File: config.mk
export PLATFORM = sky130hd
export DESIGN_NAME = reset_standby_sync_control
export DESIGN_NICKNAME = d
export VERILOG_FILES = /design/src/rst_sync_pkg.sv /design/src/reset_standby_sync_control.sv /design/src/sync_2ff.sv
export SDC_FILE = /design/constraint.sdc
export NUM_CORES = 1
export LEC_CHECK = 0
export ABC_AREA = 1
export ABC_CLOCK_PERIOD_IN_PS = 3300
export BUFFER_PORTS_ARGS = -buffer_cell sky130_fd_sc_hd__buf_2
export CAP_MARGIN = 25
export CORE_MARGIN = 8
export CORE_UTILIZATION = 25
export CTS_BUF_LIST = sky130_fd_sc_hd__clkbuf_16
export CTS_CLUSTER_DIAMETER = 30
export DETAILED_ROUTE_END_ITERATION = 10
export GPL_TIMING_DRIVEN = 0
export PLACE_DENSITY_LB_ADDON = 0.05
export SLEW_MARGIN = 25
export SYNTH_ARGS = -nofsm -noshare
export SYNTH_HDL_FRONTEND = slang
export SYNTH_HIERARCHICAL = 1
export SYNTH_SLANG_ARGS = --single-unit
File: constraint.sdc
create_clock -name ref_clk_i -period 3.3 [get_ports ref_clk_i]
set_clock_uncertainty 0.15 [all_clocks]
set_input_delay 0.495 -clock ref_clk_i [delete_from_list [all_inputs] [get_ports ref_clk_i]]
set_output_delay 0.495 -clock ref_clk_i [all_outputs]
set_load 0.01 [all_outputs]
File: src/rst_sync_pkg.sv
// Purpose: shared constants for the reset, standby and frame sync control block
// Assumes: one clock, the master input clock at 200 MHz in simulation
// Notes: timing counts are derived from printed cycle figures
package rst_sync_pkg;
	// power-on reset stretch, in master clock cycles
	localparam int POR_CYCLES = 16;
	localparam logic [4:0] POR_CYCLES_W = 5'h10;
	// serial access holdoff after reset release, in master clock cycles
	localparam int SERIAL_HOLDOFF_CYCLES = 100;
	localparam logic [6:0] SERIAL_HOLDOFF_W = 7'h64;
	// trigger pulse width forwarded to the sensor, in cycles
	localparam logic [3:0] TRIG_WIDTH_W = 4'h4;
	// trigger mode reset value: single-shot
	localparam logic TRIG_MODE_RESET = 1'b0;
	// frame valid alignment tolerance, host pixel clock cycles
	localparam int FV_ALIGN_CYCLES = 5;
	typedef enum logic [1:0] {PWR_RESET, PWR_RUN, PWR_STANDBY} pwr_state_t;
	typedef enum logic [1:0] {STR_IDLE, STR_ARMED, STR_SINGLE, STR_CONT} stream_state_t;
endpackage

File: src/reset_standby_sync_control.sv
// Purpose: power-on, hard and soft reset, hard standby and frame sync trigger control
// Assumes: host drives standby, frame sync and serial writes; reset pin has an external pull model
// Notes: trigger and frame valid outputs are tri-stated by their enables while in reset
`timescale 1ns/1ps

// Summary of operation
// - internal reset generated at power up
// - low hard reset input resets device
// - all outputs high impedance during reset; only trigger and frame valid enables drop
// - serial soft reset write resets device; ignored while in standby
// - standby high enters, low leaves standby
// - broadcast sync pulse starts streaming
// - frame sync forwarded to sensor trigger
// - single-shot: one frame per trigger
// - continuous: frames from trigger onward
// - aligned cameras within five pixel clocks
// - frame sync receiver always enabled
// - reset active low, pulled up
module reset_standby_sync_control
(
	input wire logic ref_clk_i,
	input wire logic reset_n_i,
	input wire logic standby_i,
	input wire logic frame_sync_i,
	input wire logic soft_reset_wr_i,
	input wire logic trig_mode_wr_i,
	input wire logic trig_mode_data_i,
	input wire logic sensor_fv_i,
	output logic core_reset_n_o,
	output logic serial_ready_o,
	output logic standby_o,
	output logic trigger_o,
	output logic trigger_oe_o,
	output logic host_frame_valid_o,
	output logic host_frame_valid_oe_o,
	output logic trig_mode_o
);
	logic standby_s;
	logic fsync_s;
	logic sfv_s;
	logic [4:0] por_cnt_q;
	logic [4:0] por_cnt_d;
	logic [6:0] hold_cnt_q;
	logic [6:0] hold_cnt_d;
	rst_sync_pkg::pwr_state_t pwr_q;
	rst_sync_pkg::pwr_state_t pwr_d;
	rst_sync_pkg::stream_state_t str_q;
	rst_sync_pkg::stream_state_t str_d;
	logic mode_q;
	logic mode_d;
	logic fsync_q;
	logic fsync_d;
	logic sfv_q;
	logic sfv_d;
	logic [3:0] trig_cnt_q;
	logic [3:0] trig_cnt_d;
	logic fv_q;
	logic fv_d;
	logic fs_rise;
	logic fv_rise;
	logic fv_fall;
	logic active;

	// standby, frame sync and sensor frame valid pins pass two flip-flops; frame sync receiver never gated
	sync_2ff u_sync_stby (.ref_clk_i(ref_clk_i), .reset_n_i(reset_n_i), .rst_val_i(1'b0),
		.async_i(standby_i), .sync_o(standby_s));
	sync_2ff u_sync_fs (.ref_clk_i(ref_clk_i), .reset_n_i(reset_n_i), .rst_val_i(1'b0),
		.async_i(frame_sync_i), .sync_o(fsync_s));
	sync_2ff u_sync_fv (.ref_clk_i(ref_clk_i), .reset_n_i(reset_n_i), .rst_val_i(1'b0),
		.async_i(sensor_fv_i), .sync_o(sfv_s));

	assign fs_rise = fsync_s & ~fsync_q;
	assign fv_rise = sfv_s & ~sfv_q;
	assign fv_fall = ~sfv_s & sfv_q;
	assign active = (pwr_q != rst_sync_pkg::PWR_RESET);

	// power state: por stretch, soft reset, standby
	always_comb
	begin
		pwr_d = pwr_q;
		por_cnt_d = por_cnt_q;
		hold_cnt_d = hold_cnt_q;
		case (pwr_q)
			rst_sync_pkg::PWR_RESET:
			begin
				hold_cnt_d = 7'h00; // serial holdoff restarts after soft reset too
				if (por_cnt_q == rst_sync_pkg::POR_CYCLES_W)
					pwr_d = rst_sync_pkg::PWR_RUN;
				else
					por_cnt_d = por_cnt_q + 5'h01;
			end
			rst_sync_pkg::PWR_RUN:
			begin
				if (hold_cnt_q != rst_sync_pkg::SERIAL_HOLDOFF_W)
					hold_cnt_d = hold_cnt_q + 7'h01;
				if (soft_reset_wr_i)
				begin
					pwr_d = rst_sync_pkg::PWR_RESET;
					por_cnt_d = 5'h00;
				end
				else if (standby_s)
					pwr_d = rst_sync_pkg::PWR_STANDBY;
			end
			rst_sync_pkg::PWR_STANDBY:
			begin
				if (!standby_s)
					pwr_d = rst_sync_pkg::PWR_RUN;
			end
			default:
				pwr_d = rst_sync_pkg::PWR_RESET;
		endcase
	end

	// hard reset low forces reset, asynchronously
	always_ff @(posedge ref_clk_i or negedge reset_n_i)
	begin
		if (!reset_n_i)
		begin
			pwr_q <= rst_sync_pkg::PWR_RESET;
			por_cnt_q <= 5'h00;
			hold_cnt_q <= 7'h00;
		end
		else
		begin
			pwr_q <= pwr_d;
			por_cnt_q <= por_cnt_d;
			hold_cnt_q <= hold_cnt_d;
		end
	end

	// trigger mode setting, stream state, trigger stretch and frame valid
	always_comb
	begin
		mode_d = mode_q;
		str_d = str_q;
		trig_cnt_d = trig_cnt_q;
		fsync_d = fsync_s;
		sfv_d = sfv_s;
		fv_d = fv_q;
		if (trig_mode_wr_i && active)
			mode_d = trig_mode_data_i;
		if (trig_cnt_q != 4'h0)
			trig_cnt_d = trig_cnt_q - 4'h1;
		if (fs_rise && active)
			trig_cnt_d = rst_sync_pkg::TRIG_WIDTH_W;
		case (str_q)
			rst_sync_pkg::STR_IDLE:
			begin
				if (fs_rise && pwr_q == rst_sync_pkg::PWR_RUN)
					str_d = mode_q ? rst_sync_pkg::STR_CONT : rst_sync_pkg::STR_ARMED;
			end
			rst_sync_pkg::STR_ARMED:
			begin
				if (fv_rise)
				begin
					str_d = rst_sync_pkg::STR_SINGLE;
					fv_d = 1'b1;
				end
			end
			rst_sync_pkg::STR_SINGLE:
			begin
				if (fv_fall)
				begin
					str_d = rst_sync_pkg::STR_IDLE;
					fv_d = 1'b0;
				end
			end
			rst_sync_pkg::STR_CONT:
			begin
				fv_d = sfv_s;
			end
			default:
				str_d = rst_sync_pkg::STR_IDLE;
		endcase
		if (pwr_q != rst_sync_pkg::PWR_RUN)
		begin
			str_d = rst_sync_pkg::STR_IDLE;
			fv_d = 1'b0;
		end
	end

	// stream registers
	always_ff @(posedge ref_clk_i or negedge reset_n_i)
	begin
		if (!reset_n_i)
		begin
			mode_q <= rst_sync_pkg::TRIG_MODE_RESET;
			str_q <= rst_sync_pkg::STR_IDLE;
			trig_cnt_q <= 4'h0;
			fsync_q <= 1'b0;
			sfv_q <= 1'b0;
			fv_q <= 1'b0;
		end
		else
		begin
			mode_q <= mode_d;
			str_q <= str_d;
			trig_cnt_q <= trig_cnt_d;
			fsync_q <= fsync_d;
			sfv_q <= sfv_d;
			fv_q <= fv_d;
		end
	end

	// outputs; enables drop in reset so pins float
	assign core_reset_n_o = active;
	assign serial_ready_o = active && (hold_cnt_q == rst_sync_pkg::SERIAL_HOLDOFF_W);
	assign standby_o = (pwr_q == rst_sync_pkg::PWR_STANDBY);
	assign trigger_o = (trig_cnt_q != 4'h0);
	assign trigger_oe_o = active;
	assign host_frame_valid_o = fv_q;
	assign host_frame_valid_oe_o = active;
	assign trig_mode_o = mode_q;

	AST_RESET_FLOAT: assert property (@(posedge ref_clk_i) !reset_n_i |-> !trigger_oe_o && !host_frame_valid_oe_o)
		else $error("outputs enabled during reset");
	AST_POR_RELEASE: assert property (@(posedge ref_clk_i) disable iff (!reset_n_i)
		$rose(core_reset_n_o) |-> $past(por_cnt_q) == rst_sync_pkg::POR_CYCLES_W)
		else $error("reset released early");
	AST_HARD_RESET: assert property (@(posedge ref_clk_i) $fell(reset_n_i) |=> !core_reset_n_o)
		else $error("hard reset not taken");
	AST_SOFT_RESET: assert property (@(posedge ref_clk_i) disable iff (!reset_n_i)
		soft_reset_wr_i && pwr_q == rst_sync_pkg::PWR_RUN |=> !core_reset_n_o)
		else $error("soft reset ignored");
	AST_STBY_ENTER: assert property (@(posedge ref_clk_i) disable iff (!reset_n_i)
		pwr_q == rst_sync_pkg::PWR_RUN && !soft_reset_wr_i && standby_s |=> standby_o)
		else $error("standby not entered");
	AST_TRIG_FWD: assert property (@(posedge ref_clk_i) disable iff (!reset_n_i)
		fs_rise && active |=> trigger_o [*4])
		else $error("trigger not forwarded");
	AST_SINGLE_END: assert property (@(posedge ref_clk_i) disable iff (!reset_n_i)
		str_q == rst_sync_pkg::STR_SINGLE && fv_fall && pwr_q == rst_sync_pkg::PWR_RUN |=> str_q == rst_sync_pkg::STR_IDLE)
		else $error("single shot did not stop");
	AST_CONT_FOLLOW: assert property (@(posedge ref_clk_i) disable iff (!reset_n_i)
		str_q == rst_sync_pkg::STR_CONT && pwr_q == rst_sync_pkg::PWR_RUN |=> host_frame_valid_o == $past(sfv_s))
		else $error("continuous frame valid lost");
	AST_MODE_WRITE: assert property (@(posedge ref_clk_i) disable iff (!reset_n_i)
		trig_mode_wr_i && active |=> trig_mode_o == $past(trig_mode_data_i))
		else $error("mode write lost");
	AST_HOLDOFF: assert property (@(posedge ref_clk_i) disable iff (!reset_n_i)
		$rose(core_reset_n_o) |-> !serial_ready_o [*8])
		else $error("serial ready too soon");
	COV_SINGLE: cover property (@(posedge ref_clk_i) str_q == rst_sync_pkg::STR_SINGLE);
	COV_CONT: cover property (@(posedge ref_clk_i) str_q == rst_sync_pkg::STR_CONT);
	COV_STBY: cover property (@(posedge ref_clk_i) standby_o);
	COV_SOFT: cover property (@(posedge ref_clk_i) soft_reset_wr_i && active);
endmodule

File: src/sync_2ff.sv
// Purpose: two flip-flop synchroniser for pin levels
// Assumes: input is asynchronous to ref_clk_i
// Notes: first stage is read only by the second stage
`timescale 1ns/1ps
module sync_2ff
(
	input wire logic ref_clk_i,
	input wire logic reset_n_i,
	input wire logic rst_val_i,
	input wire logic async_i,
	output logic sync_o
);
	logic meta_q;
	logic meta_d;
	logic sync_q;
	logic sync_d;

	// next values
	always_comb
	begin
		meta_d = async_i;
		sync_d = meta_q;
	end

	// two stage register; reset value constant per instance wiring
	always_ff @(posedge ref_clk_i or negedge reset_n_i)
	begin
		if (!reset_n_i)
		begin
			meta_q <= 1'b0;
			sync_q <= 1'b0;
		end
		else
		begin
			meta_q <= meta_d;
			sync_q <= sync_d;
		end
	end

	assign sync_o = sync_q ^ rst_val_i;
endmodule

==> results by group, run 1 <==
Outcome
  • Status: complete, no violations

Flow run
  • Number of maximum-capacitance constraint violations: 0

Route
  • Detailed-router iteration count before antenna repair: 4
  • Routed via count: around 1.3k
  • Post-DR vias/cell: 4.135
  • First DRT Iteration DRCs: 59
  • Drt total wl: 3432 um
  • DR WL/cell: ~11 um
  • Antenna-violating nets left: 0
  • Number of remaining DRC errors: 0

Pwr
  • Worst VDD drop: around 200 uV
  • Areal power density over the cells: 800.9 nW/um^2
  • Lkg Pwr: 1.030 nW

Global route
  • Overflow left after global routing: 0
  • Global-route wire length before repair: 6203 um
  • Total routing resource utilization after global routing: just over 8%
  • Number of global-route vias before repair: approximately 1.3k
  • Antenna violations before repair: 0
  • Largest net degree at the start of global routing: 31

Floorplan
  • Starting Density: 25.18%
  • Die Ht: 97.80 um
  • Placeable core area: 6644 um^2
  • Die area: 9565 um^2
  • Count of pins on the block boundary: 16
  • Width of the chip: approximately 98 um
  • Row Count: 30

Clock tree
  • Clock tree from TritonCTS: done
  • CTS Root Cell: clkbuf_16
  • Post-CTS Setup Bufs: 0
  • Number of gates given a new drive strength after cts: 0
  • Clock-pin transition on the worst setup and hold timing paths: 0.05 ns
  • Total of hold buffers inserted after clock tree synthesis: 0
  • Depth of the CTS H-tree: 2
  • Skew-Pair Late Insertion Delay: ~0.27 ns
  • TritonCTS Sinks: 30
  • Clock tree buffer depth: 2
  • Number of clock buffers inserted by TritonCTS: 5

STA
  • Slew @ Worst Pin: 0.7109 ns
  • Fin crit period: between 2 and 2.5 ns
  • Worst-case headroom to the max-slew limit: a little over half
  • RSZ-0062 raised after global routing: false
  • Setup-failing EPs final: 0
  • Final worst-path setup slack: about 1.2 ns
  • Number of hold-slack violations in the final timing report: 0
  • Portion of the clock cycle consumed by the worst path in the final layout: between 60% and 70%
  • Count of final max-slew check failures: 0
  • Maximum clock rate: about 480 MHz
  • Setup_tns: 0 ns

Logic synthesis
  • Top area cells in the synthesized netlist: dfrtp_1 45%, nand2_1 12%, ha_1 7.5%
  • Number of storage elements in the synthesis netlist: 30
  • Sequential element share of the synthesized area: 44.88%
  • Cell area after technology mapping: 1673 um^2
  • Post-synth EDFFs: 0
  • Mean area per synthesized cell: 7.928 um^2
  • Post-synth cell types: 28
  • Top cells by instance count after synthesis: 52 x nand2_1, 30 x dfrtp_1, 29 x inv_1, 23 x nor2_1, 21 x nand3_1
  • Most common cell in the synthesized netlist: nand2_1
  • Post-synth top area share: between 40 and 50%
  • Synth warnings: 6
  • Leading area contributor after synthesis: dfrtp_1
  • Synthesized instance count: 211
  • Proportion of register bits with asynchronous set or reset after synthesis: between 90% and 100%
  • Synth Flop Type: dfrtp_1

Place
  • Gp weighted congestion: 0.7211
  • Post-DP HPWL: 2535 um
  • PortBufs: 15
  • Total cell area at the placement stage: 1867 um^2
  • Setup slack at placement: 1.473 ns

Layout
  • Filler Cells Inserted: 721
  • Layout area overhead: 19.82%
  • Cell area after layout: 2004 um^2
  • Register area: between 700 and 800 um^2
  • Diode count: 0
  • Layout cell share with drive strength beyond 1: 15.48%
  • Area of combinational cells with multiple inputs: 789.5 um^2
  • Post-layout nets: about 260

Worst setup path
  • Critical Path Fanout Max: 3
  • Category of the worst setup path capture point: output port
  • Category of the critical setup timing path: flip-flop to output port
  • Required time of the worst setup path: between 2 and 3 ns
  • Startpoint class of the critical path: flip-flop
  • Data arrival time at the worst-slack endpoint: about 1.4 ns

Hold path
  • Type of the worst min-delay path: input port to asynchronous set/reset pin
[power by group]
part           leakage, nW  switching (mW)  internal, mW
clock network       0.0724           0.159         0.272
registers            0.380          0.0668         0.466
logic                0.578           0.396         0.244
[stage by stage]
stage	utilization, %	power (mW)	hold WS (ns)	instances
2_1_floorplan	-	1.018	0.04941	216
3_3_place_gp	28.10	1.205	0.1829	311
3_5_place_dp	28.10	1.200	0.1847	311
4_1_cts	30.17	1.650	0.1693	319
5_1_grt	30.17	1.762	0.1666	319
6_report	30.17	1.605	0.1268	319
[kinds of logic after synthesis]
kind of cell / Yosys count / synth area share, %
simple gates: 112 / 30.29
buf+inv: 35 / 9.049
flops: 30 / 44.88
compound gates: 20 / 6.507
fa+ha+maj: 10 / 7.479
xor+xnor: 3 / 1.571
other cells: 1 / 0.2242
[worst max-delay path, stage by stage (launching register included)]
cell,delay [ns]
dfrtp_1,0.39
inv_1,0.10
ha_1,0.15
nand2_1,0.05
nor2_1,0.11
nand2_1,0.11
nor2_1,0.11
buf_2,0.14
[sequential cells by signal, summed over array words and instances (netlist names)]
signal / flops
u_sync_fv/sync_q: 1
u_sync_fs/meta_q: 1
pwr_q: 2
fsync_q: 1
por_cnt_q: 5
sfv_q: 1
u_sync_fv/meta_q: 1
u_sync_stby/meta_q: 1
hold_cnt_q: 7
u_sync_stby/sync_q: 1
trig_mode_o: 1
host_frame_valid_o: 1
u_sync_fs/sync_q: 1
trig_cnt_q: 4
str_q: 2
[cells in the final DEF (no fill, tap or decap), types with 3 or more instances in the layout]
master,netlist,layout
buf_2,0,15
clkbuf_16,0,5
conb_1,1,6
dfrtp_1,30,30
ha_1,10,10
inv_1,29,30
nand2_1,52,52
nand2_4,3,3
nand3_1,21,21
nand4_1,3,3
nor2_1,23,23
o21ai_0,14,14
[per-layer routing]
metal	vias to the layer above	part of all wire, %	global-route usage (%)
met4	0	0.87	3.477
met1	592	53	10.03
met2	15	43	12.44
met3	2	3.3	2.703
met5	-	0	0
li1	710	-	-
[worst paths after layout]
check,start,end,slack (ns),cells after the start
min in group ref_clk_i,standby_i,u_sync_stby/meta_q,0.18,1
setup reg to reg,str_q[0],host_frame_valid_o,1.74,6
setup / recovery,hold_cnt_q[0],serial_ready_o,1.23,7
hold / removal,reset_n_i,u_sync_fv/sync_q,0.13,1
hold reg to reg,u_sync_fv/meta_q,u_sync_fv/sync_q,0.20,0
max in group asynchronous,reset_n_i,hold_cnt_q[4],2.42,1
[final cells by class]
cell class | instances | share of cell area (%)
multi-input cells | 151 | 39.39
flip-flops and latches | 30 | 37.45
clock buffers | 5 | 6.242
inverters | 32 | 6.242
well taps | 80 | 4.994
repair buffers | 15 | 3.745
plain buffers | 3 | 1.311
clock inverters | 3 | 0.6242
No activity file was read; power rests on OpenSTA's default activity.
==> inputs of run 2 (changes only) <==
- ABC_CLOCK_PERIOD_IN_PS: 3300 -> 1900
- clock period: 3.3 -> 1.9 ns (I/O delays scaled with it)
==> run 2 against run 1 <==
Net effect: core utilization increased by 0.75 points; combinational power grew 75%; non-clock buffer count is 5 higher.
==> results by group, run 2 (synthesis gave the netlist of run 1 again) <==
Route
  • First DRT Iteration DRCs: 57 (was 59)
  • Detailed-router iteration count before antenna repair: 4 (unchanged)
  • DR WL/cell: 10.72 um (was 10.76 um)
  • Drt total wl: 3474 um (was 3432 um)
  • Number of remaining DRC errors: 0 (unchanged)
  • Antenna-violating nets left: 0 (unchanged)
  • Post-DR vias/cell: 4.133 (was 4.135)
  • Routed via count: 1,339 (was 1,319)

Floorplan
  • Starting Density: 25.18% (unchanged)
  • Die Ht: 97.80 um (unchanged)
  • Count of pins on the block boundary: 16 (unchanged)
  • Row Count: 30 (unchanged)
  • Placeable core area: 6644 um^2 (unchanged)
  • Die area: 9565 um^2 (unchanged)
  • Width of the chip: 97.80 um (unchanged)

STA
  • Setup-failing EPs final: 0 (unchanged)
  • Count of final max-slew check failures: 0 (unchanged)
  • Portion of the clock cycle consumed by the worst path in the final layout: 93.03%
  • Number of hold-slack violations in the final timing report: 0 (unchanged)
  • Setup_tns: 0 ns (unchanged)
  • Worst-case headroom to the max-slew limit: 52.12% (was 52.61%)
  • Maximum clock rate: between 500 and 600 MHz
  • Slew @ Worst Pin: 0.7182 ns (was 0.7109 ns)
  • Fin crit period: about 1.8 ns
  • Final worst-path setup slack: 0.1325 ns (was 1.232 ns)
  • RSZ-0062 raised after global routing: false (unchanged)

Place
  • Gp weighted congestion: 0.7211 (unchanged)
  • Total cell area at the placement stage: 1867 um^2 (unchanged)
  • PortBufs: 15 (unchanged)
  • Post-DP HPWL: 2535 um (unchanged)
  • Setup slack at placement: 0.2833 ns (was 1.473 ns)
  • Number of cells after detailed placement: 311 (unchanged)

Pwr
  • Proportion of power drawn by combinational gates: 40.0% (was 39.9%)
  • Switching part of the total power: 38.75% (was 38.79%)
  • Worst VDD drop: 357.8 uV (was 206.0 uV)
  • Share of power burned in registers: 33.2% (about the same)
  • Clock power share: 26.8% (was 26.9%)
  • Psw: 1.083 mW (was 0.6226 mW)
  • Cell-internal power: 1.712 mW (was 0.9826 mW)
  • Lkg Pwr: 1.051 nW (was 1.030 nW)
  • Areal power density over the cells: 1361 nW/um^2 (was 800.9 nW/um^2)

Layout
  • Post-Layout Cell Count: 324 (was 319)
  • Post-layout nets: 261 (was 256)
  • Layout cell share with drive strength beyond 1: 16.39% (was 15.48%)
  • Largest register FFs: 7 (unchanged)
  • Cell area after layout: 2054 um^2 (was 2004 um^2)
  • Leading cell type in the layout, fill and taps excluded: nand2_1 (unchanged)
  • Diode count: 0 (unchanged)
  • Finished Core Util: 30.92% (was 30.17%)
  • Largest registers in the final layout: hold_cnt_q: 7 flops, por_cnt_q: 5 flops, trig_cnt_q: 4 flops (unchanged)
  • Highest-count cells in the layout ignoring fill and taps: 52 x nand2_1, 30 x dfrtp_1, 29 x inv_1 (was 52 x nand2_1, 30 x inv_1, 30 x dfrtp_1)
  • Register bank with the most flops: hold_cnt_q (unchanged)
  • Layout area overhead: 22.81% (was 19.82%)

Worst setup path
  • CP bufs+invs: 2 (unchanged)
  • Critical-path cell list: inv_2 -> ha_1 -> nand2_1 -> nor2_2 -> nand2_1 -> nor2_1 -> buf_2 (was inv_1 -> ha_1 -> nand2_1 -> nor2_1 -> nand2_1 -> nor2_1 -> buf_2)
  • Startpoint class of the critical path: flip-flop (unchanged)
  • Category of the critical setup timing path: flip-flop to output port (unchanged)
  • Data arrival time at the worst-slack endpoint: 1.33 ns (was 1.42 ns)
  • Required time of the worst setup path: 1.46 ns (was 2.65 ns)
  • Cell at the slowest stage of the critical path: dfrtp_1 (unchanged)
  • Most repeated library cell on the critical path: nand2_1
  • Largest stage delay, worst path: 0.40 ns (was 0.39 ns)
  • Category of the worst setup path capture point: output port (unchanged)
  • CP delay by family, top: flip-flops (unchanged)
  • Critical Path Fanout Max: 3 (unchanged)

Clock tree
  • Number of clock buffers inserted by TritonCTS: 5 (unchanged)
  • CTS Root Cell: clkbuf_16 (unchanged)
  • Depth of the CTS H-tree: 2 (unchanged)
  • Clock tree from TritonCTS: done (unchanged)
  • Clock-pin transition on the worst setup and hold timing paths: 0.05 ns (about the same)
  • Skew-Pair Late Insertion Delay: 0.27 ns (about the same)
  • TritonCTS Sinks: 30 (unchanged)
  • Clock tree buffer depth: 2 (unchanged)

Global route
  • Overflow left after global routing: 0 (unchanged)
  • Global-route wire length before repair: 6265 um (was 6203 um)
  • Total routing resource utilization after global routing: 8.141% (was 8.081%)
  • Largest net degree at the start of global routing: 31 (unchanged)
  • Antenna violations before repair: 0 (unchanged)
  • Number of global-route vias before repair: 1,340 (was 1,332)

Hold path
  • Type of the worst min-delay path: input port to flip-flop (was input port to asynchronous set/reset pin)

Outcome
  • Status: complete, no violations (unchanged)

Flow run
  • Number of maximum-capacitance constraint violations: 0 (unchanged)
==> run 2: cell types whose count changed in the layout (fill, tap and decap cells not counted) <==
cell and change:
nor2_2 +1, dlygate4sd3_1 +4, buf_4 +1, nor2_1 -1, inv_1 -1, inv_2 +1
==> run 2: worst register-to-register path: stages (launching register included) <==
cell and delay [ns]:
dfrtp_1 0.40, inv_1 0.08, ha_1 0.22, or2_0 0.24, or2_1 0.24, nand3_1 0.08, nand2_1 0.05
==> run 2: metrics by stage <==
step,hold slack (ns),total power [mW]
after detailed placement,0.1847,2.084
after global routing,0.06997,3.069
after floorplan,-0.1606,1.768
after global placement,0.1829,2.093
after CTS,0.04904,2.872
final,0.05501,2.796
==> run 2: path summary, 6_finish.rpt <==
check | startpoint | to | slack, ns | cells past startpoint
setup / recovery | hold_cnt_q[0] | serial_ready_o | 0.13 | 7
hold / removal | trig_mode_wr_i | trig_mode_o | 0.06 | 2
setup reg to reg | str_q[0] | host_frame_valid_o | 0.34 | 6
hold reg to reg | u_sync_fv/meta_q | u_sync_fv/sync_q | 0.20 | 0
max in group asynchronous | reset_n_i | hold_cnt_q[0] | 0.68 | 2
min in group asynchronous | reset_n_i | sfv_q | 0.46 | 2
==> run 2: routing by layer <==
metal | global-route usage, % | wire length (um) | vias up
met5 | 0 | 0 | -
met4 | 3.477 | 30 | 0
met3 | 2.774 | 118 | 2
met2 | 12.60 | 1499 | 15
met1 | 10.03 | 1825 | 602
li1 | - | - | 720
==> run 2: area by class of cell <==
| type | instances | area [um^2] |
|---|---|---|
| clock buffer | 5 | 125.1 |
| clock inverter | 3 | 12.51 |
| multi-input combinational | 151 | 792.0 |
| inverter | 32 | 125.1 |
| tap | 80 | 100.1 |
| sequential | 30 | 750.7 |
| timing repair buffer | 20 | 122.6 |
| buffer | 3 | 26.28 |
| fill | 723 | 4589 |
==> run 2: power groups by stage <==
stage	clock network (mW)	logic [mW]	registers, mW
after floorplan	0	0.848	0.920
after global placement	0	1.15	0.942
after detailed placement	0	1.14	0.940
after CTS	0.785	1.16	0.930
after global routing	0.806	1.30	0.958
final	0.749	1.12	0.927
==> run 2: what timing repair did <==
action                                  CTS  global route
gates resized for setup                   0             2
pin swaps                                 1             0
endpoints found under the hold margin    33             0
endpoints found under the setup margin    1             1
setup buffers                             1             0
hold buffers                              4             0
==> inputs of run 3 (changes only) <==
==> constraint.sdc (replaced) <==
create_clock -name ref_clk_i -period 1.9 [get_ports ref_clk_i]
set_clock_uncertainty 0.15 [all_clocks]
set_input_delay 0.475 -clock ref_clk_i [delete_from_list [all_inputs] [get_ports ref_clk_i]]
set_output_delay 0.475 -clock ref_clk_i [all_outputs]
set_load 0.01 [all_outputs]
==> run 3 against run 2 <==
Net effect: the flow now finishes with violations (negative setup slack); wire length up 2.2%; critical path type unchanged; clock power barely moved; critical path depth unchanged; hold slack gained 0.048 ns; global-route usage rose by 0.21 points; via count is 2.6% higher; core utilization up 0.68 points.
==> results by group, run 3 (synthesis gave the netlist of run 1 again) <==
Route
  • Drt total wl: 3551 um (was 3474 um)
  • Routed wire length on met2: 1534 um (was 1499 um)
  • Number of remaining DRC errors: 0 (unchanged)
  • WL met1: 1874 um (was 1825 um)
  • First DRT Iteration DRCs: 57 (unchanged)
  • DR WL/cell: 10.79 um (was 10.72 um)
  • Post-DR vias/cell: 4.176 (was 4.133)
  • Routed via count: 1,374 (was 1,339)
  • Detailed-router iteration count before antenna repair: 4 (unchanged)
  • Metal3 WL: 112 um (was 118 um)
  • Highest routed layer: met4 (unchanged)
  • Antenna-violating nets left: 0 (unchanged)

Layout
  • Post-layout nets: 266 (was 261)
  • Filler Cells Inserted: 715 (was 723)
  • Register bank with the most flops: hold_cnt_q (unchanged)
  • Layout cell share with drive strength beyond 1: 20.88% (was 16.39%)
  • Post-Layout Cell Count: 329 (was 324)
  • Largest register FFs: 7 (unchanged)
  • Highest-count cells in the layout ignoring fill and taps: 51 x nand2_1, 30 x dfrtp_1, 28 x inv_1 (was 52 x nand2_1, 30 x dfrtp_1, 29 x inv_1)
  • Largest registers in the final layout: hold_cnt_q: 7 flops, por_cnt_q: 5 flops, trig_cnt_q: 4 flops (unchanged)
  • Diode count: 0 (unchanged)
  • Leading cell type in the layout, fill and taps excluded: nand2_1 (unchanged)
  • Layout area overhead: 25.50% (was 22.81%)

STA
  • Setup_tns: -0.02440 ns (was 0 ns)
  • Maximum clock rate: 519.6 MHz (was 565.8 MHz)
  • Slew @ Worst Pin: 0.7054 ns (was 0.7182 ns)
  • Setup-failing EPs final: 1 (was 0)
  • Count of final max-slew check failures: 0 (unchanged)
  • Hold slack: 0.1031 ns (was 0.05501 ns)
  • Worst-case headroom to the max-slew limit: 52.97% (was 52.12%)
  • RSZ-0062 raised after global routing: true (was false)
  • Fin crit period: 1.924 ns (was 1.768 ns)
  • Final worst-path setup slack: -0.02440 ns (was 0.1325 ns)
  • Number of hold-slack violations in the final timing report: 0 (unchanged)
  • Portion of the clock cycle consumed by the worst path in the final layout: 101.3% (was 93.03%)

Global route
  • Antenna violations before repair: 0 (unchanged)
  • Number of global-route vias before repair: 1,372 (was 1,340)
  • Largest net degree at the start of global routing: 31 (unchanged)
  • Overflow left after global routing: 0 (unchanged)
  • Global-route wire length before repair: 6430 um (was 6265 um)
  • Total routing resource utilization after global routing: 8.351% (was 8.141%)

Floorplan
  • Die area: 9565 um^2 (unchanged)
  • Die Ht: 97.80 um (unchanged)
  • Placeable core area: 6644 um^2 (unchanged)
  • Count of pins on the block boundary: 16 (unchanged)
  • Starting Density: 25.18% (unchanged)
  • Width of the chip: 97.80 um (unchanged)
  • Row Count: 30 (unchanged)

Clock tree
  • Clock tree buffer depth: 2 (unchanged)
  • Depth of the CTS H-tree: 2 (unchanged)
  • Skew-Pair Late Insertion Delay: 0.27 ns (about the same)
  • CTS Root Cell: clkbuf_16 (unchanged)
  • Clock tree from TritonCTS: done (unchanged)
  • Clock-pin transition on the worst setup and hold timing paths: 0.05 ns (about the same)
  • TritonCTS Sinks: 30 (unchanged)
  • Number of clock buffers inserted by TritonCTS: 5 (unchanged)
  • Total of hold buffers inserted after clock tree synthesis: 0 (was 4)

Worst setup path
  • Cell at the slowest stage of the critical path: dfrtp_1 (unchanged)
  • Category of the worst setup path capture point: output port (unchanged)
  • CP delay by family, top: flip-flops (unchanged)
  • Startpoint class of the critical path: flip-flop (unchanged)
  • Critical-path cell list: inv_2 -> ha_4 -> nand2_2 -> nor2_2 -> nand2_1 -> nor2_1 -> buf_2 (was inv_2 -> ha_1 -> nand2_1 -> nor2_2 -> nand2_1 -> nor2_1 -> buf_2)
  • Largest stage delay, worst path: 0.38 ns (was 0.40 ns)
  • CP bufs+invs: 2 (unchanged)
  • Critical Path Fanout Max: 2 (was 3)
  • Data arrival time at the worst-slack endpoint: 1.30 ns (was 1.33 ns)
  • Required time of the worst setup path: 1.27 ns (was 1.46 ns)
  • Category of the critical setup timing path: flip-flop to output port (unchanged)

Place
  • Number of cells after detailed placement: 311 (unchanged)
  • Gp weighted congestion: 0.7211 (unchanged)
  • PortBufs: 15 (unchanged)
  • Post-DP HPWL: 2535 um (unchanged)

Hold path
  • Type of the worst min-delay path: input port to asynchronous set/reset pin (was input port to flip-flop)

Pwr
  • Total design power: 2.959 mW (was 2.796 mW)
  • Worst VDD drop: 365.2 uV (was 357.8 uV)
  • Lkg Pwr: 1.079 nW (was 1.051 nW)
  • Areal power density over the cells: 1410 nW/um^2 (was 1361 nW/um^2)

Outcome
  • Status: finished, violations left (was complete, no violations)
  • Violations in the final reports: negative setup slack

Flow run
  • Number of maximum-capacitance constraint violations: 0 (unchanged)
run 3: power breakdown:
| group | leakage [nW] | switching [mW] | total, mW | internal, mW |
|---|---|---|---|---|
| sequential | 0.380 | 0.114 | 0.924 | 0.810 |
| combinational | 0.626 | 0.741 | 1.28 | 0.544 |
| clock | 0.0724 | 0.278 | 0.751 | 0.473 |
run 3: final timing paths:
| path | start | to | slack [ns] | depth (start not counted) |
|---|---|---|---|---|
| worst max-delay path | hold_cnt_q[1] | serial_ready_o | -0.02 | 7 |
| worst min-delay path | reset_n_i | u_sync_fv/sync_q | 0.10 | 1 |
| worst max register to register | str_q[0] | host_frame_valid_o | 0.34 | 6 |
| worst min register to register | u_sync_fv/meta_q | u_sync_fv/sync_q | 0.20 | 0 |
| max in group asynchronous | reset_n_i | hold_cnt_q[4] | 1.04 | 1 |
| min in group ref_clk_i | standby_i | u_sync_stby/meta_q | 0.16 | 1 |
run 3: routing by layer:
| metal | vias to the layer above | GRT usage [%] |
|---|---|---|
| li1 | 732 | - |
| met1 | 625 | 10.46 |
| met2 | 15 | 12.86 |
| met3 | 2 | 2.703 |
| met4 | 0 | 3.477 |
| met5 | - | 0 |
run 3: final cells by class:
type	count	area, um^2	share of cell area [%]
clock buffers	5	125.1	5.959
clock inverters	3	12.51	0.5959
inverters	32	127.6	6.079
multi-input cells	151	807.0	38.44
well taps	80	100.1	4.768
repair buffers	25	150.1	7.151
plain buffers	3	26.28	1.251
flip-flops and latches	30	750.7	35.76
run 3: per-stage QoR:
step | util, % | setup WS, ns | cell area [um^2]
after CTS | 31.37 | -0.08722 | 2085
after global routing | 31.60 | -0.1123 | 2100
after detailed placement | 28.10 | 0.09332 | 1867
final | 31.60 | -0.02440 | 2100
after floorplan | - | 0.2967 | 1692
after global placement | 28.10 | 0.09236 | 1867
run 3: what timing repair did:
item,4_1_cts,5_1_grt
endpoints found under the hold margin,0,0
cloned,0,0
pin swaps,5,4
setup endpoints to repair,3,3
gates resized for setup,7,0
buffers inserted,8,2
